$ cat src/rtl/echo_threshold_map_pkg.sv
// Constants and types shared by the echo threshold map register bank
package echo_threshold_map_pkg;

   // ****************************************************************
   // Bus geometry
   // ****************************************************************
   localparam int AXI_ADDR_W = 12;
   localparam int DATA_W     = 32;
   localparam int BYTE_W     = 8;
   localparam int WORD_LSB   = 2;
   localparam int IDX_W      = AXI_ADDR_W - WORD_LSB;
   localparam int STRB_W     = DATA_W / 8;

   localparam logic [1:0] RESP_OKAY   = 2'h0;
   localparam logic [1:0] RESP_SLVERR = 2'h2;

   // ****************************************************************
   // Register indices; byte address is four times the index
   // ****************************************************************
   localparam logic [IDX_W-1:0] IDX_LEVEL_TWELVE = 10'h06D;
   localparam logic [IDX_W-1:0] IDX_OFFSET       = 10'h06E;
   localparam logic [IDX_W-1:0] IDX_TIMES_A      = 10'h06F;
   localparam logic [IDX_W-1:0] IDX_TIMES_B      = 10'h070;
   localparam logic [IDX_W-1:0] IDX_TIMES_C      = 10'h071;

   // ****************************************************************
   // Field layout
   // ****************************************************************
   localparam int CODE_W      = 4;
   localparam int HI_MSB      = 7;
   localparam int HI_LSB      = 4;
   localparam int LO_MSB      = 3;
   localparam int LO_LSB      = 0;
   localparam int OFF_SIGN    = 3;
   localparam int OFF_VAL_W   = 5;
   localparam int US_W        = 14;
   localparam int TIME_FIELDS = 6;

   localparam logic [CODE_W-1:0] CODE_2000 = 4'h9;
   localparam logic [CODE_W-1:0] CODE_2400 = 4'hA;
   localparam logic [US_W-1:0]   US_2000   = 14'h07D0;
   localparam logic [US_W-1:0]   US_2400   = 14'h0960;
   localparam logic signed [OFF_VAL_W-1:0] OFF_MOST_NEG = 5'sh18;

   // Time code table, code 0 in the lowest slice
   localparam logic [15:0][US_W-1:0] TIME_CODE_US = {
      14'h1F40, 14'h1900, 14'h1450, 14'h0FA0,
      14'h0C80, 14'h0960, 14'h07D0, 14'h0578,
      14'h04B0, 14'h03E8, 14'h0320, 14'h0258,
      14'h0190, 14'h012C, 14'h00C8, 14'h0064};

   typedef enum logic [2:0] {
      SEL_NONE,
      SEL_LEVEL_TWELVE,
      SEL_OFFSET,
      SEL_TIMES_A,
      SEL_TIMES_B,
      SEL_TIMES_C
   } sel_e;

endpackage

$ cat src/rtl/echo_threshold_map_regs.sv
// AXI4-Lite register bank holding part of the two echo threshold presets
`timescale 1ns/1ps
`default_nettype none
module echo_threshold_map_regs (
   input  wire logic                                        aclk,
   input  wire logic                                        aresetn,
   input  wire logic [echo_threshold_map_pkg::AXI_ADDR_W-1:0] awaddr,
   input  wire logic                                        awvalid,
   output logic                                             awready,
   input  wire logic [echo_threshold_map_pkg::DATA_W-1:0]     wdata,
   input  wire logic [echo_threshold_map_pkg::STRB_W-1:0]     wstrb,
   input  wire logic                                        wvalid,
   output logic                                             wready,
   output logic [1:0]                                       bresp,
   output logic                                             bvalid,
   input  wire logic                                        bready,
   input  wire logic [echo_threshold_map_pkg::AXI_ADDR_W-1:0] araddr,
   input  wire logic                                        arvalid,
   output logic                                             arready,
   output logic [echo_threshold_map_pkg::DATA_W-1:0]          rdata,
   output logic [1:0]                                       rresp,
   output logic                                             rvalid,
   input  wire logic                                        rready,
   output logic [echo_threshold_map_pkg::BYTE_W-1:0]          first_preset_level_twelve,
   output logic [echo_threshold_map_pkg::CODE_W-1:0]          first_preset_level_offset,
   output logic signed [echo_threshold_map_pkg::OFF_VAL_W-1:0] first_preset_offset_value,
   output logic [echo_threshold_map_pkg::CODE_W-1:0]          second_preset_time_one,
   output logic [echo_threshold_map_pkg::CODE_W-1:0]          second_preset_time_two,
   output logic [echo_threshold_map_pkg::CODE_W-1:0]          second_preset_time_three,
   output logic [echo_threshold_map_pkg::CODE_W-1:0]          second_preset_time_four,
   output logic [echo_threshold_map_pkg::CODE_W-1:0]          second_preset_time_five,
   output logic [echo_threshold_map_pkg::CODE_W-1:0]          second_preset_time_six,
   output logic [echo_threshold_map_pkg::US_W-1:0]            second_preset_time_one_us,
   output logic [echo_threshold_map_pkg::US_W-1:0]            second_preset_time_two_us,
   output logic [echo_threshold_map_pkg::US_W-1:0]            second_preset_time_three_us,
   output logic [echo_threshold_map_pkg::US_W-1:0]            second_preset_time_four_us,
   output logic [echo_threshold_map_pkg::US_W-1:0]            second_preset_time_five_us,
   output logic [echo_threshold_map_pkg::US_W-1:0]            second_preset_time_six_us
);
   import echo_threshold_map_pkg::*;

   // ****************************************************************
   // Helpers
   // ****************************************************************
   function automatic sel_e addr_select(input logic [AXI_ADDR_W-1:0] addr);
      sel_e s;
      s = SEL_NONE;
      case (addr[AXI_ADDR_W-1:WORD_LSB])
         IDX_LEVEL_TWELVE: s = SEL_LEVEL_TWELVE;
         IDX_OFFSET:       s = SEL_OFFSET;
         IDX_TIMES_A:      s = SEL_TIMES_A;
         IDX_TIMES_B:      s = SEL_TIMES_B;
         IDX_TIMES_C:      s = SEL_TIMES_C;
         default:          s = SEL_NONE;
      endcase
      return s;
   endfunction

   // Sign-magnitude; negative zero stands for the most negative value
   function automatic logic signed [OFF_VAL_W-1:0] offset_value(input logic [CODE_W-1:0] f);
      logic [OFF_VAL_W-1:0] mag;
      mag = {2'h0, f[OFF_SIGN-1:0]};
      if (!f[OFF_SIGN]) begin
         return signed'(mag);
      end else if (mag == 5'h00) begin
         return OFF_MOST_NEG;
      end else begin
         return signed'(5'h00 - mag);
      end
   endfunction

   // ****************************************************************
   // State
   // ****************************************************************
   typedef struct packed {
      logic [AXI_ADDR_W-1:0]       aw_addr;
      logic                        aw_got;
      logic [BYTE_W-1:0]           w_byte;
      logic                        w_strb;
      logic                        w_got;
      logic                        bvalid;
      logic [1:0]                  bresp;
      logic                        rvalid;
      logic [1:0]                  rresp;
      logic [BYTE_W-1:0]           rdata;
      logic [BYTE_W-1:0]           level_twelve;
      logic [CODE_W-1:0]           offset;
      logic signed [OFF_VAL_W-1:0] off_val;
      logic [BYTE_W-1:0]           times_a;
      logic [BYTE_W-1:0]           times_b;
      logic [BYTE_W-1:0]           times_c;
   } bank_s;

   bank_s bank_reg;
   bank_s bank_next;

   logic                  aw_hs;
   logic                  w_hs;
   logic                  ar_hs;
   logic                  wr_go;
   logic [AXI_ADDR_W-1:0] wr_addr;
   logic [BYTE_W-1:0]     wr_byte;
   logic                  wr_strb;
   sel_e                  wr_sel;
   sel_e                  rd_sel;

   // ****************************************************************
   // Bus handshakes
   // ****************************************************************
   // Address and data are latched separately so either may come first
   assign awready = !bank_reg.aw_got && !bank_reg.bvalid;
   assign wready  = !bank_reg.w_got && !bank_reg.bvalid;
   assign arready = !bank_reg.rvalid;
   assign aw_hs   = awvalid && awready;
   assign w_hs    = wvalid && wready;
   assign ar_hs   = arvalid && arready;
   assign wr_go   = (aw_hs || bank_reg.aw_got) && (w_hs || bank_reg.w_got);
   assign wr_addr = aw_hs ? awaddr : bank_reg.aw_addr;
   assign wr_byte = w_hs ? wdata[BYTE_W-1:0] : bank_reg.w_byte;
   assign wr_strb = w_hs ? wstrb[0] : bank_reg.w_strb;
   assign wr_sel  = addr_select(wr_addr);
   assign rd_sel  = addr_select(araddr);

   // ****************************************************************
   // Next state
   // ****************************************************************
   always_comb begin
      bank_next = bank_reg;
      if (aw_hs) begin
         bank_next.aw_addr = awaddr;
         bank_next.aw_got  = 1'b1;
      end
      if (w_hs) begin
         bank_next.w_byte = wdata[BYTE_W-1:0];
         bank_next.w_strb = wstrb[0];
         bank_next.w_got  = 1'b1;
      end
      if (bank_reg.bvalid && bready) begin
         bank_next.bvalid = 1'b0;
      end
      if (wr_go) begin
         bank_next.aw_got = 1'b0;
         bank_next.w_got  = 1'b0;
         bank_next.bvalid = 1'b1;
         bank_next.bresp  = (wr_sel == SEL_NONE) ? RESP_SLVERR : RESP_OKAY;
         // Only byte lane 0 carries a field; a cleared strobe writes nothing
         if (wr_strb) begin
            case (wr_sel)
               SEL_LEVEL_TWELVE: begin
                  bank_next.level_twelve = wr_byte;
               end
               SEL_OFFSET: begin
                  bank_next.offset = wr_byte[LO_MSB:LO_LSB];
               end
               SEL_TIMES_A: begin
                  bank_next.times_a = wr_byte;
               end
               SEL_TIMES_B: begin
                  bank_next.times_b = wr_byte;
               end
               SEL_TIMES_C: begin
                  bank_next.times_c = wr_byte;
               end
               default: begin
                  bank_next.times_c = bank_reg.times_c;
               end
            endcase
         end
      end
      if (bank_reg.rvalid && rready) begin
         bank_next.rvalid = 1'b0;
      end
      if (ar_hs) begin
         bank_next.rvalid = 1'b1;
         bank_next.rresp  = RESP_OKAY;
         case (rd_sel)
            SEL_LEVEL_TWELVE: bank_next.rdata = bank_reg.level_twelve;
            SEL_OFFSET:       bank_next.rdata = {4'h0, bank_reg.offset};
            SEL_TIMES_A:      bank_next.rdata = bank_reg.times_a;
            SEL_TIMES_B:      bank_next.rdata = bank_reg.times_b;
            SEL_TIMES_C:      bank_next.rdata = bank_reg.times_c;
            default: begin
               bank_next.rdata = 8'h00;
               bank_next.rresp = RESP_SLVERR;
            end
         endcase
      end
      bank_next.off_val = offset_value(bank_next.offset);
      if (!aresetn) begin
         // Only bus control is reset; threshold fields keep whatever they hold
         bank_next.aw_got = 1'b0;
         bank_next.w_got  = 1'b0;
         bank_next.bvalid = 1'b0;
         bank_next.bresp  = RESP_OKAY;
         bank_next.rvalid = 1'b0;
         bank_next.rresp  = RESP_OKAY;
         bank_next.rdata  = 8'h00;
      end
   end

   always_ff @(posedge aclk) begin
      bank_reg <= bank_next;
   end

   // ****************************************************************
   // Outputs
   // ****************************************************************
   assign bvalid = bank_reg.bvalid;
   assign bresp  = bank_reg.bresp;
   assign rvalid = bank_reg.rvalid;
   assign rresp  = bank_reg.rresp;
   assign rdata  = {{(DATA_W-BYTE_W){1'b0}}, bank_reg.rdata};

   assign first_preset_level_twelve = bank_reg.level_twelve;
   assign first_preset_level_offset = bank_reg.offset;
   assign first_preset_offset_value = bank_reg.off_val;
   assign second_preset_time_one    = bank_reg.times_a[HI_MSB:HI_LSB];
   assign second_preset_time_two    = bank_reg.times_a[LO_MSB:LO_LSB];
   assign second_preset_time_three  = bank_reg.times_b[HI_MSB:HI_LSB];
   assign second_preset_time_four   = bank_reg.times_b[LO_MSB:LO_LSB];
   assign second_preset_time_five   = bank_reg.times_c[HI_MSB:HI_LSB];
   assign second_preset_time_six    = bank_reg.times_c[LO_MSB:LO_LSB];

   // ****************************************************************
   // Time code decoding, one shared table for all six segments
   // ****************************************************************
   logic [TIME_FIELDS-1:0][CODE_W-1:0] codes;
   logic [TIME_FIELDS-1:0][US_W-1:0]   times_us;

   assign codes = {second_preset_time_six, second_preset_time_five,
                   second_preset_time_four, second_preset_time_three,
                   second_preset_time_two, second_preset_time_one};

   genvar gi;
   generate
      for (gi = 0; gi < TIME_FIELDS; gi++) begin : g_dec
         time_code_decoder u_dec (
            .aclk    (aclk),
            .code    (codes[gi]),
            .time_us (times_us[gi])
         );
      end
   endgenerate

   assign second_preset_time_one_us   = times_us[0];
   assign second_preset_time_two_us   = times_us[1];
   assign second_preset_time_three_us = times_us[2];
   assign second_preset_time_four_us  = times_us[3];
   assign second_preset_time_five_us  = times_us[4];
   assign second_preset_time_six_us   = times_us[5];
endmodule
`default_nettype wire

$ cat src/rtl/time_code_decoder.sv
// Registered decoder from a 4-bit threshold time code to microseconds
`timescale 1ns/1ps
`default_nettype none
module time_code_decoder (
   input  wire logic                                   aclk,
   input  wire logic [echo_threshold_map_pkg::CODE_W-1:0] code,
   output logic      [echo_threshold_map_pkg::US_W-1:0]   time_us
);
   import echo_threshold_map_pkg::*;

   typedef struct packed {
      logic [US_W-1:0] us;
   } dec_s;

   dec_s dec_reg;
   dec_s dec_next;

   always_comb begin
      dec_next    = dec_reg;
      dec_next.us = TIME_CODE_US[code];
   end

   // Derived value only, so no reset: it follows the code one cycle later
   always_ff @(posedge aclk) begin
      dec_reg <= dec_next;
   end

   assign time_us = dec_reg.us;

endmodule
`default_nettype wire

$ cat config.mk
export PLATFORM = sky130hd
export DESIGN_NAME = echo_threshold_map_regs
export DESIGN_NICKNAME = d
export VERILOG_FILES = /design/src/rtl/echo_threshold_map_pkg.sv /design/src/rtl/echo_threshold_map_regs.sv /design/src/rtl/time_code_decoder.sv
export SDC_FILE = /design/constraint.sdc
export NUM_CORES = 1
export LEC_CHECK = 0
export BUFFER_PORTS_ARGS = -buffer_cell sky130_fd_sc_hd__buf_2
export CELL_PAD_IN_SITES_DETAIL_PLACEMENT = 0
export CELL_PAD_IN_SITES_GLOBAL_PLACEMENT = 1
export CORE_UTILIZATION = 36
export CTS_BUF_LIST = sky130_fd_sc_hd__clkbuf_4 sky130_fd_sc_hd__clkbuf_8
export DETAILED_ROUTE_END_ITERATION = 6
export HOLD_SLACK_MARGIN = 0.08
export PLACE_DENSITY = 0.88
export SLEW_MARGIN = 40
export SYNTH_ARGS = -nofsm -noshare
export SYNTH_HDL_FRONTEND = slang
export SYNTH_SLANG_ARGS = --single-unit
$ cat constraint.sdc
create_clock -name aclk -period 2.9 [get_ports aclk]
set_clock_uncertainty 0.1 [all_clocks]
set_input_delay 0.435 -clock aclk [delete_from_list [all_inputs] [get_ports aclk]]
set_output_delay 0.435 -clock aclk [all_outputs]
set_load 0.03 [all_outputs]
==> results of run 1 <==
==> repair_timing <==
item                                    4_1_cts  5_1_grt
endpoints found under the hold margin        16        0
buffers inserted                              0        1
endpoints found under the setup margin        0        3
resized for setup                             0        6
hold buffers                                 16        0
==> cell type report <==
class,instances,area [um^2],share of cell area (%)
Inverter,15,56.3,0.706
Timing Repair Buffer,190,1070,13.5
Clock buffer,21,277,3.47
Multi-Input combinational cell,421,2890,36.2
Clock inverter,11,95.1,1.19
Tap cell,234,293,3.67
Sequential cell,139,3290,41.3
==> layer usage <==
| layer | up-vias | wire length, um | part of all wire (%) |
|---|---|---|---|
| met3 | 14 | 845 | 5.6 |
| met2 | 150 | 7130 | 47 |
| met5 | - | 0 | 0 |
| met4 | 0 | 178 | 1.2 |
| li1 | 2405 | - | - |
| met1 | 2275 | 6960 | 46 |
==> logic make-up (layout without fill, tap and decap cells) <==
| group | Yosys count | in the layout | share of synthesized area [%] |
|---|---|---|---|
| xor+xnor | 3 | 3 | 0.381 |
| simple gates | 162 | 162 | 12.0 |
| mux | 55 | 55 | 8.89 |
| fa+ha+maj | 38 | 38 | 6.90 |
| flops | 139 | 139 | 47.8 |
| buf+inv | 144 | 237 | 13.3 |
| compound gates | 119 | 119 | 10.8 |
| other cells | 1 | 44 | 0.0544 |
==> cell usage after synthesis (5+ instances only) <==
cell type | number | area [um^2]
nand2b_1 | 10 | 62.6
a21oi_1 | 42 | 210
nor2b_1 | 15 | 93.8
nand2_1 | 50 | 188
inv_1 | 15 | 56.3
nor3_1 | 10 | 50.1
a211oi_1 | 5 | 37.5
mux2i_1 | 35 | 350
nor2_1 | 43 | 161
edfxtp_1 | 51 | 1530
ha_1 | 38 | 475
clkbuf_1 | 26 | 97.6
dfxtp_1 | 88 | 1760
and2_1 | 5 | 31.3
o31ai_1 | 7 | 52.6
nor4b_1 | 5 | 43.8
mux2_2 | 13 | 146
buf_4 | 95 | 713
o211a_1 | 7 | 70.1
o21ai_0 | 29 | 145
==> stage by stage <==
step           worst slack [ns]  utilization (%)
3_3_place_gp             0.0166             39.5
5_1_grt                 -0.0417             42.5
6_report                 0.0373             42.5
3_5_place_dp            -0.0229             39.5
4_1_cts                 0.00802             42.3
2_1_floorplan           0.00628                -
==> worst max-delay path by stage <==
| stage | start | end | slack (ns) |
|---|---|---|---|
| 2_1_floorplan | bvalid$_SDFFE_PN0P_ | first_preset_offset_value[3]$_SDFF_PN0_ | 0.006 |
| 3_3_place_gp | awvalid | first_preset_offset_value[3]$_SDFF_PN0_ | 0.02 |
| 3_5_place_dp | awvalid | first_preset_offset_value[3]$_SDFF_PN0_ | -0.02 |
| 4_1_cts | awaddr[10] | first_preset_offset_value[1]$_DFF_P_ | 0.008 |
| 5_1_grt | awaddr[10] | first_preset_offset_value[1]$_DFF_P_ | -0.04 |
| 6_report | awaddr[10] | first_preset_offset_value[3]$_SDFF_PN0_ | 0.04 |
==> worst register-to-register path, cell delays in order, from the launching register on <==
cell and delay, ns:
dfxtp_1 0.33, buf_4 0.17, nor3b_2 0.22, buf_4 0.31
mux2_2 0.48, mux2i_1 0.16, ha_1 0.17, ha_1 0.24
nor2b_2 0.08, mux2i_1 0.17, mux2i_1 0.12
==> report_power, final <==
group / switching (uW) / leakage (uW) / total (uW) / internal (uW)
Clock: 752 / 0.000193 / 1490 / 738
Sequential: 17.6 / 0.00120 / 2080 / 2070
Combinational: 229 / 0.00222 / 342 / 113
Total: 998 / 0.00362 / 3920 / 2920
==> qor.yml, run 1 <==
cells_and_area:
  largest_reg_flops: 66
  layout_common_cells: "buf_2, dfxtp_1, edfxtp_1, nand2_1, conb_1"
  final_area_um2: 7980
  stdcell_count: 1031
  drive_gt1_share_pct: 29.9
  nFillCells: 1842
  final_nets: 889
  antennaDiodeCount: 0
  layout_commonest_cell: "buf_2"
  area_delta_synth_final_pct: 15.8
global_routing:
  grt_usage_pct: 15.6
  met1_usage_pct: 20.1
  antenna_found_initial: 0
  grt_first_pass_wirelength_um: 23600
  grtUsageMet2_pct: 25.0
  grt_pass1_vias: 4512
  busiest_layer: "met2"
  grt_max_degree: 23
  met3_usage_pct: 4.14
  grt-ovfl-total: 0
synth:
  ys_warn_count: 0
  synth_flop_cell: "dfxtp_1"
  ys_seq_area_share_pct: 47.8
  synth_cells: 661
  synth-async-reset-ratio_pct: 0
  synth_area_per_cell_um2: 10.4
  synth_edf_count: 51
  netlist_area_um2: 6890
  yosysUniqueCellTypes: 51
  synth_seq_cells: 139
setup_path:
  endpoint_kind: "flop"
  reg2reg_from: "bvalid$_SDFFE_PN0P_"
  crit_chain: "dlygate4sd3_1, buf_2, nor4b_2, buf_4, nand4_1, mux2i_2, nand2_2, buf_4, mux2i_1, ha_1, o41ai_2, mux2i_1"
  cp.depth: 12
  critPathTopFamily: "buffers and inverters"
  cp_slowest_stage_delay_ns: 0.53
  r2r_end: "first_preset_offset_value[1]$_DFF_P_"
  rrSetupSlack_ns: 0.25
  cp_data_arrival_time_ns: 3.09
  start_kind: "primary input"
  critPathMaxFanout: 9
  cp.required_ns: 3.12
  crit_type: "in -> reg"
  reg2reg_depth: 10
  slowest_stage: "dlygate4sd3_1"
  path_buf_inv: 4
worst_hold_path:
  holdPathEnd: "rvalid$_SDFFE_PN0P_"
  min-delay-start: "arvalid"
  hold_class: "in -> reg"
  hold_depth: 2
run:
  maxCapViolCount: 0
route:
  routedWlPerCell_um: 14.7
  dr.pass1.iters: 4
  drt_iter0_markers: 185
  vias_per_cell: 4.70
  vias: 4844
  route.detailed.drc: 0
  routed_wl_um: 15100
  antenna_left: 0
run_status:
  status: "finished clean"
floorplanning:
  row_count: 50
  die_h_um: 140
  dieArea_um2: 19700
  die_x_um: 140
  core_um2: 18800
  start_util_pct: 36.7
  ioPinCount: 233
place:
  hpwlAfterDp_um: 10700
  portBuffers: 157
  dp.cells: 982
  routabilityCongestion: 0.772
  placed_cell_area_um2: 7410
timing:
  final-hold-violation-count: 0
  tns_ns: 0
  whs_ns: 0.135
  finalCriticalPeriod_ns: 2.86
  slew_violations: 0
  fin_crit_sh_pct: 98.7
  finalSetupViolations: 0
  timing.slew.headroom_pct: 50.2
  tightest_slew_ns: 0.748
  max_freq_mhz: 349
clock_tree:
  clock_path_buffers: 2
  cts_sinks: 139
  h-tree-depth: 4
  insertion_delay_ns: 0.44
  clk_pin_slew_ns: 0.08
  numCtsBuffers: 17
  cts_tree: "done"
  clockRootBuffer: "clkbuf_8"
power:
  p_per_area_nw_per_um2: 491
  p_leak_uw: 0.00362
  ir_drop_v: 0.000255
  p_total_uw: 3920
Power figures use the tool's default switching activity.
==> run 2, diff against run 1 <==
==> constraint.sdc (replaced) <==
create_clock -name aclk -period 2.9 [get_ports aclk]
set_clock_uncertainty 0.1 [all_clocks]
set_input_delay 0.145 -clock aclk [delete_from_list [all_inputs] [get_ports aclk]]
set_output_delay 0.145 -clock aclk [all_outputs]
set_load 0.03 [all_outputs]
==> run 2 against run 1 <==
Effect of this change:
- utilization is 0.53 points higher
- clock-buffer cell count stayed put
- final cell count is 0.58% higher
- sequential share of layout area is 0.51 points lower
- critical path type is now reg -> reg
- critical endpoint unchanged
- largest cell class unchanged
- largest power group unchanged
==> qor.yml, run 2 (same netlist as run 1, synthesis figures left out) <==
timing:
  final-hold-violation-count: 0
  finalSetupViolations: 0
  tightest_slew_ns: 0.759
  fin_crit_sh_pct: 93.3
  slew_violations: 0
  finalCriticalPeriod_ns: 2.71
  max_freq_mhz: 370
  tns_ns: 0
  rsz0062_at_grt: "no"
  timing.slew.headroom_pct: 49.4
clock_tree:
  cts_tree: "done"
  clk_pin_slew_ns: 0.08
  clockRootBuffer: "clkbuf_8"
  clock_path_buffers: 2
  insertion_delay_ns: 0.44
  h-tree-depth: 4
  post_cts_buffers: 0
  cts_sinks: 139
  numCtsBuffers: 17
global_routing:
  grt_max_degree: 23
  grt_pass1_vias: 4690
  grt-ovfl-total: 0
  antenna_found_initial: 0
  grt_usage_pct: 16.0
  grt_first_pass_wirelength_um: 24500
cells_and_area:
  final_util_pct: 43.1
  final_nets: 895
  regArea_um2: 3290
  largest_reg_flops: 66
  drive_gt1_share_pct: 28.5
  antennaDiodeCount: 0
  layout_commonest_cell: "buf_2"
  area_delta_synth_final_pct: 17.2
  nFillCells: 1788
  layout_common_cells: "buf_2, dfxtp_1, edfxtp_1, nand2_1, conb_1"
  multi_input_area_um2: 2880
setup_path:
  critPathMaxFanout: 5
  cp_data_arrival_time_ns: 2.92
  slowest_stage: "o41ai_1"
  reg2reg_from: "bank_reg[65]$_SDFFE_PP0N_"
  endpoint_kind: "flop"
  crit_type: "reg -> reg"
  startpoint: "bank_reg[65]$_SDFFE_PP0N_"
  cp-endpoint: "first_preset_offset_value[3]$_SDFF_PN0_"
  cp_slowest_stage_delay_ns: 0.37
  reg2reg_depth: 9
  start_kind: "flop"
  rrSetupSlack_ns: 0.19
  r2r_end: "first_preset_offset_value[3]$_SDFF_PN0_"
  cp.required_ns: 3.12
  crit_chain: "nor3b_4, mux2_4, nor4_2, nand2_2, buf_4, mux2i_1, ha_1, o41ai_1, mux2i_1"
  cpMostUsedCell: "mux2i_1"
route:
  vias: 4916
  dr.pass1.iters: 4
  routed_wl_um: 15300
  drt_iter0_markers: 252
  antenna_left: 0
  vias_per_cell: 4.74
  route.detailed.drc: 0
  routedWlPerCell_um: 14.7
place:
  portBuffers: 157
  hpwlAfterDp_um: 10700
  routabilityCongestion: 0.773
floorplanning:
  dieArea_um2: 19700
  die_x_um: 140
  row_count: 50
  ioPinCount: 233
  die_h_um: 140
  core_um2: 18800
  start_util_pct: 36.7
power:
  p_total_uw: 4090
  p_leak_uw: 0.00366
  p_per_area_nw_per_um2: 506
  ir_drop_v: 0.000286
run:
  maxCapViolCount: 0
worst_hold_path:
  hold_class: "in -> reg"
run_status:
  status: "finished clean"
-- run 2: timing repair --
item,in CTS,in global routing
hold buffers,27,0
endpoints found under the setup margin,0,2
hold endpoints to repair,44,0
gates resized for setup,0,3
-- run 2: per-layer routing --
layer | track usage (%) | routed length (um)
met1 | 20.6 | 6890
met2 | 26.0 | 7360
met3 | 3.45 | 661
met4 | 6.82 | 351
met5 | 0 | 0
-- run 2: critical path: cells and delay by family, from the launching register on --
kind,cells,cell delay (ns)
AO/OA/AOI/OAI,1,0.37
multiplexers,3,0.58
AND/OR/NAND/NOR,3,0.71
adder cells (fa/ha/maj),1,0.27
flip-flops,1,0.36
buffers and inverters,1,0.20
-- run 2: stage by stage --
| step | hold WS [ns] | cell area [um^2] | cells | setup WS, ns |
|---|---|---|---|---|
| after detailed placement | 0.235 | 7380 | 978 | 0.200 |
| final | 0.169 | 8080 | 1037 | 0.194 |
| after floorplan | 0.144 | 7060 | 704 | 0.00628 |
| after global placement | 0.236 | 7380 | 978 | 0.224 |
| after CTS | 0.137 | 8070 | 1037 | 0.165 |
| after global routing | 0.187 | 8080 | 1037 | 0.0305 |
-- run 2: cell type report --
class,instances,share of cell area [%]
inverters,15,0.697
multi-input cells,421,35.6
clock buffers,21,3.34
repair buffers,196,14.2
clock inverters,11,1.77
flip-flops and latches,139,40.8
well taps,234,3.62
-- run 2: report_power, final --
group	switching, uW	internal (uW)	total [uW]	leakage, uW
logic	231	121	351	0.00224
clock network	752	901	1650	0.000215
registers	18.5	2070	2090	0.00120
-- run 2: worst min-delay path by stage --
stage | depth (start not counted) | to | startpoint
2_1_floorplan | 0 | bank_reg[56]$_DFFE_PP_ | wstrb[0]
3_5_place_dp | 1 | bank_reg[74]$_DFFE_PN_ | awaddr[8]
4_1_cts | 4 | rdata[0]$_SDFFE_PN0P_ | araddr[3]
3_3_place_gp | 1 | bank_reg[74]$_DFFE_PN_ | awaddr[8]
5_1_grt | 4 | rdata[0]$_SDFFE_PN0P_ | araddr[3]
6_report | 4 | rdata[0]$_SDFFE_PN0P_ | araddr[3]
==> run 3, diff against run 2 <==
--- a/config.mk
+++ b/config.mk
@@ -12,7 +12,7 @@
 export CTS_BUF_LIST = sky130_fd_sc_hd__clkbuf_4 sky130_fd_sc_hd__clkbuf_8
 export DETAILED_ROUTE_END_ITERATION = 6
 export HOLD_SLACK_MARGIN = 0.08
-export PLACE_DENSITY = 0.88
+export PLACE_DENSITY = 0.76
 export SLEW_MARGIN = 40
 export SYNTH_ARGS = -nofsm -noshare
 export SYNTH_HDL_FRONTEND = slang
==> run 3 against run 2 <==
Effect of this change:
- clock power grew 4%
- register-to-register slack better by 0.09 ns
- critical path depth is the same
- power grew 1.6%
- setup slack better by 0.092 ns
- sequential power hardly changed
- sequential share of layout area is 0.19 points lower
- routed wire length shrank 1.8%
- critical endpoint unchanged
==> qor.yml, run 3 (same netlist as run 1, synthesis figures left out) <==
route:
  drt_iter0_markers: 219
  top_layer: "met4"
  route.detailed.drc: 0
  wl_met1_um: 7050
  route.met3.wl_um: 696
  antenna_left: 0
  vias: 4793
  routed_wl_um: 15000
  routedWlPerCell_um: 14.5
  wl_met2_um: 7070
  vias_per_cell: 4.63
  dr.pass1.iters: 4
clock_tree:
  numCtsBuffers: 17
  clk_pin_slew_ns: 0.08
  clockRootBuffer: "clkbuf_8"
  h-tree-depth: 4
  post_cts_buffers: 0
  insertion_delay_ns: 0.43
  clock_path_buffers: 2
  cts_tree: "done"
  cts_sinks: 139
timing:
  final-hold-violation-count: 0
  slew_violations: 0
  layout_setup_ws_ns: 0.286
  rsz0062_at_grt: "no"
  timing.slew.headroom_pct: 50.7
  tns_ns: 0
  whs_ns: 0.119
  tightest_slew_ns: 0.739
  fin_crit_sh_pct: 90.1
  max_freq_mhz: 383
  finalCriticalPeriod_ns: 2.61
  finalSetupViolations: 0
cells_and_area:
  antennaDiodeCount: 0
  nFillCells: 1873
  final_area_um2: 8120
  drive_gt1_share_pct: 28.8
  layout_common_cells: "buf_2, dfxtp_1, edfxtp_1, nand2_1, conb_1"
  final_nets: 894
  largest_reg_flops: 66
  layout_commonest_cell: "buf_2"
  area_delta_synth_final_pct: 17.8
setup_path:
  start_kind: "flop"
  slowest_stage: "dfxtp_1"
  crit_type: "reg -> reg"
  cp_data_arrival_time_ns: 2.81
  critPathMaxFanout: 5
  crit_chain: "nor3b_4, mux2_4, nor4_2, nand2_2, mux2i_1, ha_1, ha_2, o41ai_2, mux2i_1"
  endpoint_kind: "flop"
  cp_slowest_stage_delay_ns: 0.37
  cp.required_ns: 3.10
  cpMostUsedCell: "mux2i_1"
run_status:
  status: "finished clean"
global_routing:
  grt-ovfl-total: 0
  grt_first_pass_wirelength_um: 23600
  grt_max_degree: 23
  grt_usage_pct: 15.5
  grt_pass1_vias: 4533
  antenna_found_initial: 0
floorplanning:
  die_h_um: 140
  core_um2: 18800
  dieArea_um2: 19700
  die_x_um: 140
  row_count: 50
  start_util_pct: 36.7
  ioPinCount: 233
place:
  hpwlAfterDp_um: 10600
  pre_cts_ws_ns: 0.149
  portBuffers: 157
  routabilityCongestion: 0.780
  placed_cell_area_um2: 7380
worst_hold_path:
  hold_class: "in -> reg"
run:
  maxCapViolCount: 0
power:
  ir_drop_v: 0.000244
  p_leak_uw: 0.00368
  p_per_area_nw_per_um2: 512
run 3: layer usage:
layer  vias up  track usage (%)
li1       2418                -
met1      2225             19.8
met2       140             25.4
met3        10             4.27
met4         0             5.15
met5         -                0
run 3: area by class of cell:
cell class                 count  area, um^2  area share, %
clock inverter                 6         109           1.34
clock buffer                  26         339           4.18
tap                          234         293           3.61
timing repair buffer         195        1140           14.0
inverter                      15        56.3          0.693
sequential                   139        3290           40.6
multi-input combinational    421        2890           35.6
run 3: final timing paths:
check / start / end / slack, ns / cells past startpoint
setup / recovery: bank_reg[65]$_SDFFE_PP0N_ / first_preset_offset_value[3]$_SDFF_PN0_ / 0.29 / 9
hold / removal: araddr[2] / rdata[1]$_SDFFE_PN0P_ / 0.12 / 3
setup reg to reg: bank_reg[65]$_SDFFE_PP0N_ / first_preset_offset_value[3]$_SDFF_PN0_ / 0.29 / 9
hold reg to reg: rdata[2]$_SDFFE_PN0P_ / rdata[2]$_SDFFE_PN0P_ / 0.35 / 2
run 3: repair_timing:
action,CTS,global route
endpoints found under the setup margin,0,1
resized for setup,0,6
endpoints found under the hold margin,41,0
hold buffers,26,0
run 3: stage by stage:
step	std cells	utilization [%]	power (uW)
floorplan	704	-	2400
global placement	978	39.3	2440
detailed placement	978	39.3	2440
CTS	1036	43.1	4200
global route	1036	43.3	4320
finish	1036	43.3	4160
run 3: power breakdown:
part | switching, uW | internal, uW | total, uW
Combinational | 230 | 119 | 349
Sequential | 18.2 | 2070 | 2090
Clock | 703 | 1020 | 1720
run 3: worst max-delay path: cells and delay by family (launching register included):
| family | cells | cell delay (ns) |
|---|---|---|
| AOI/OAI and AO/OA | 1 | 0.33 |
| adders and majority gates | 2 | 0.41 |
| DFF | 1 | 0.37 |
| muxes | 3 | 0.60 |
| and+or+nand+nor | 3 | 0.65 |
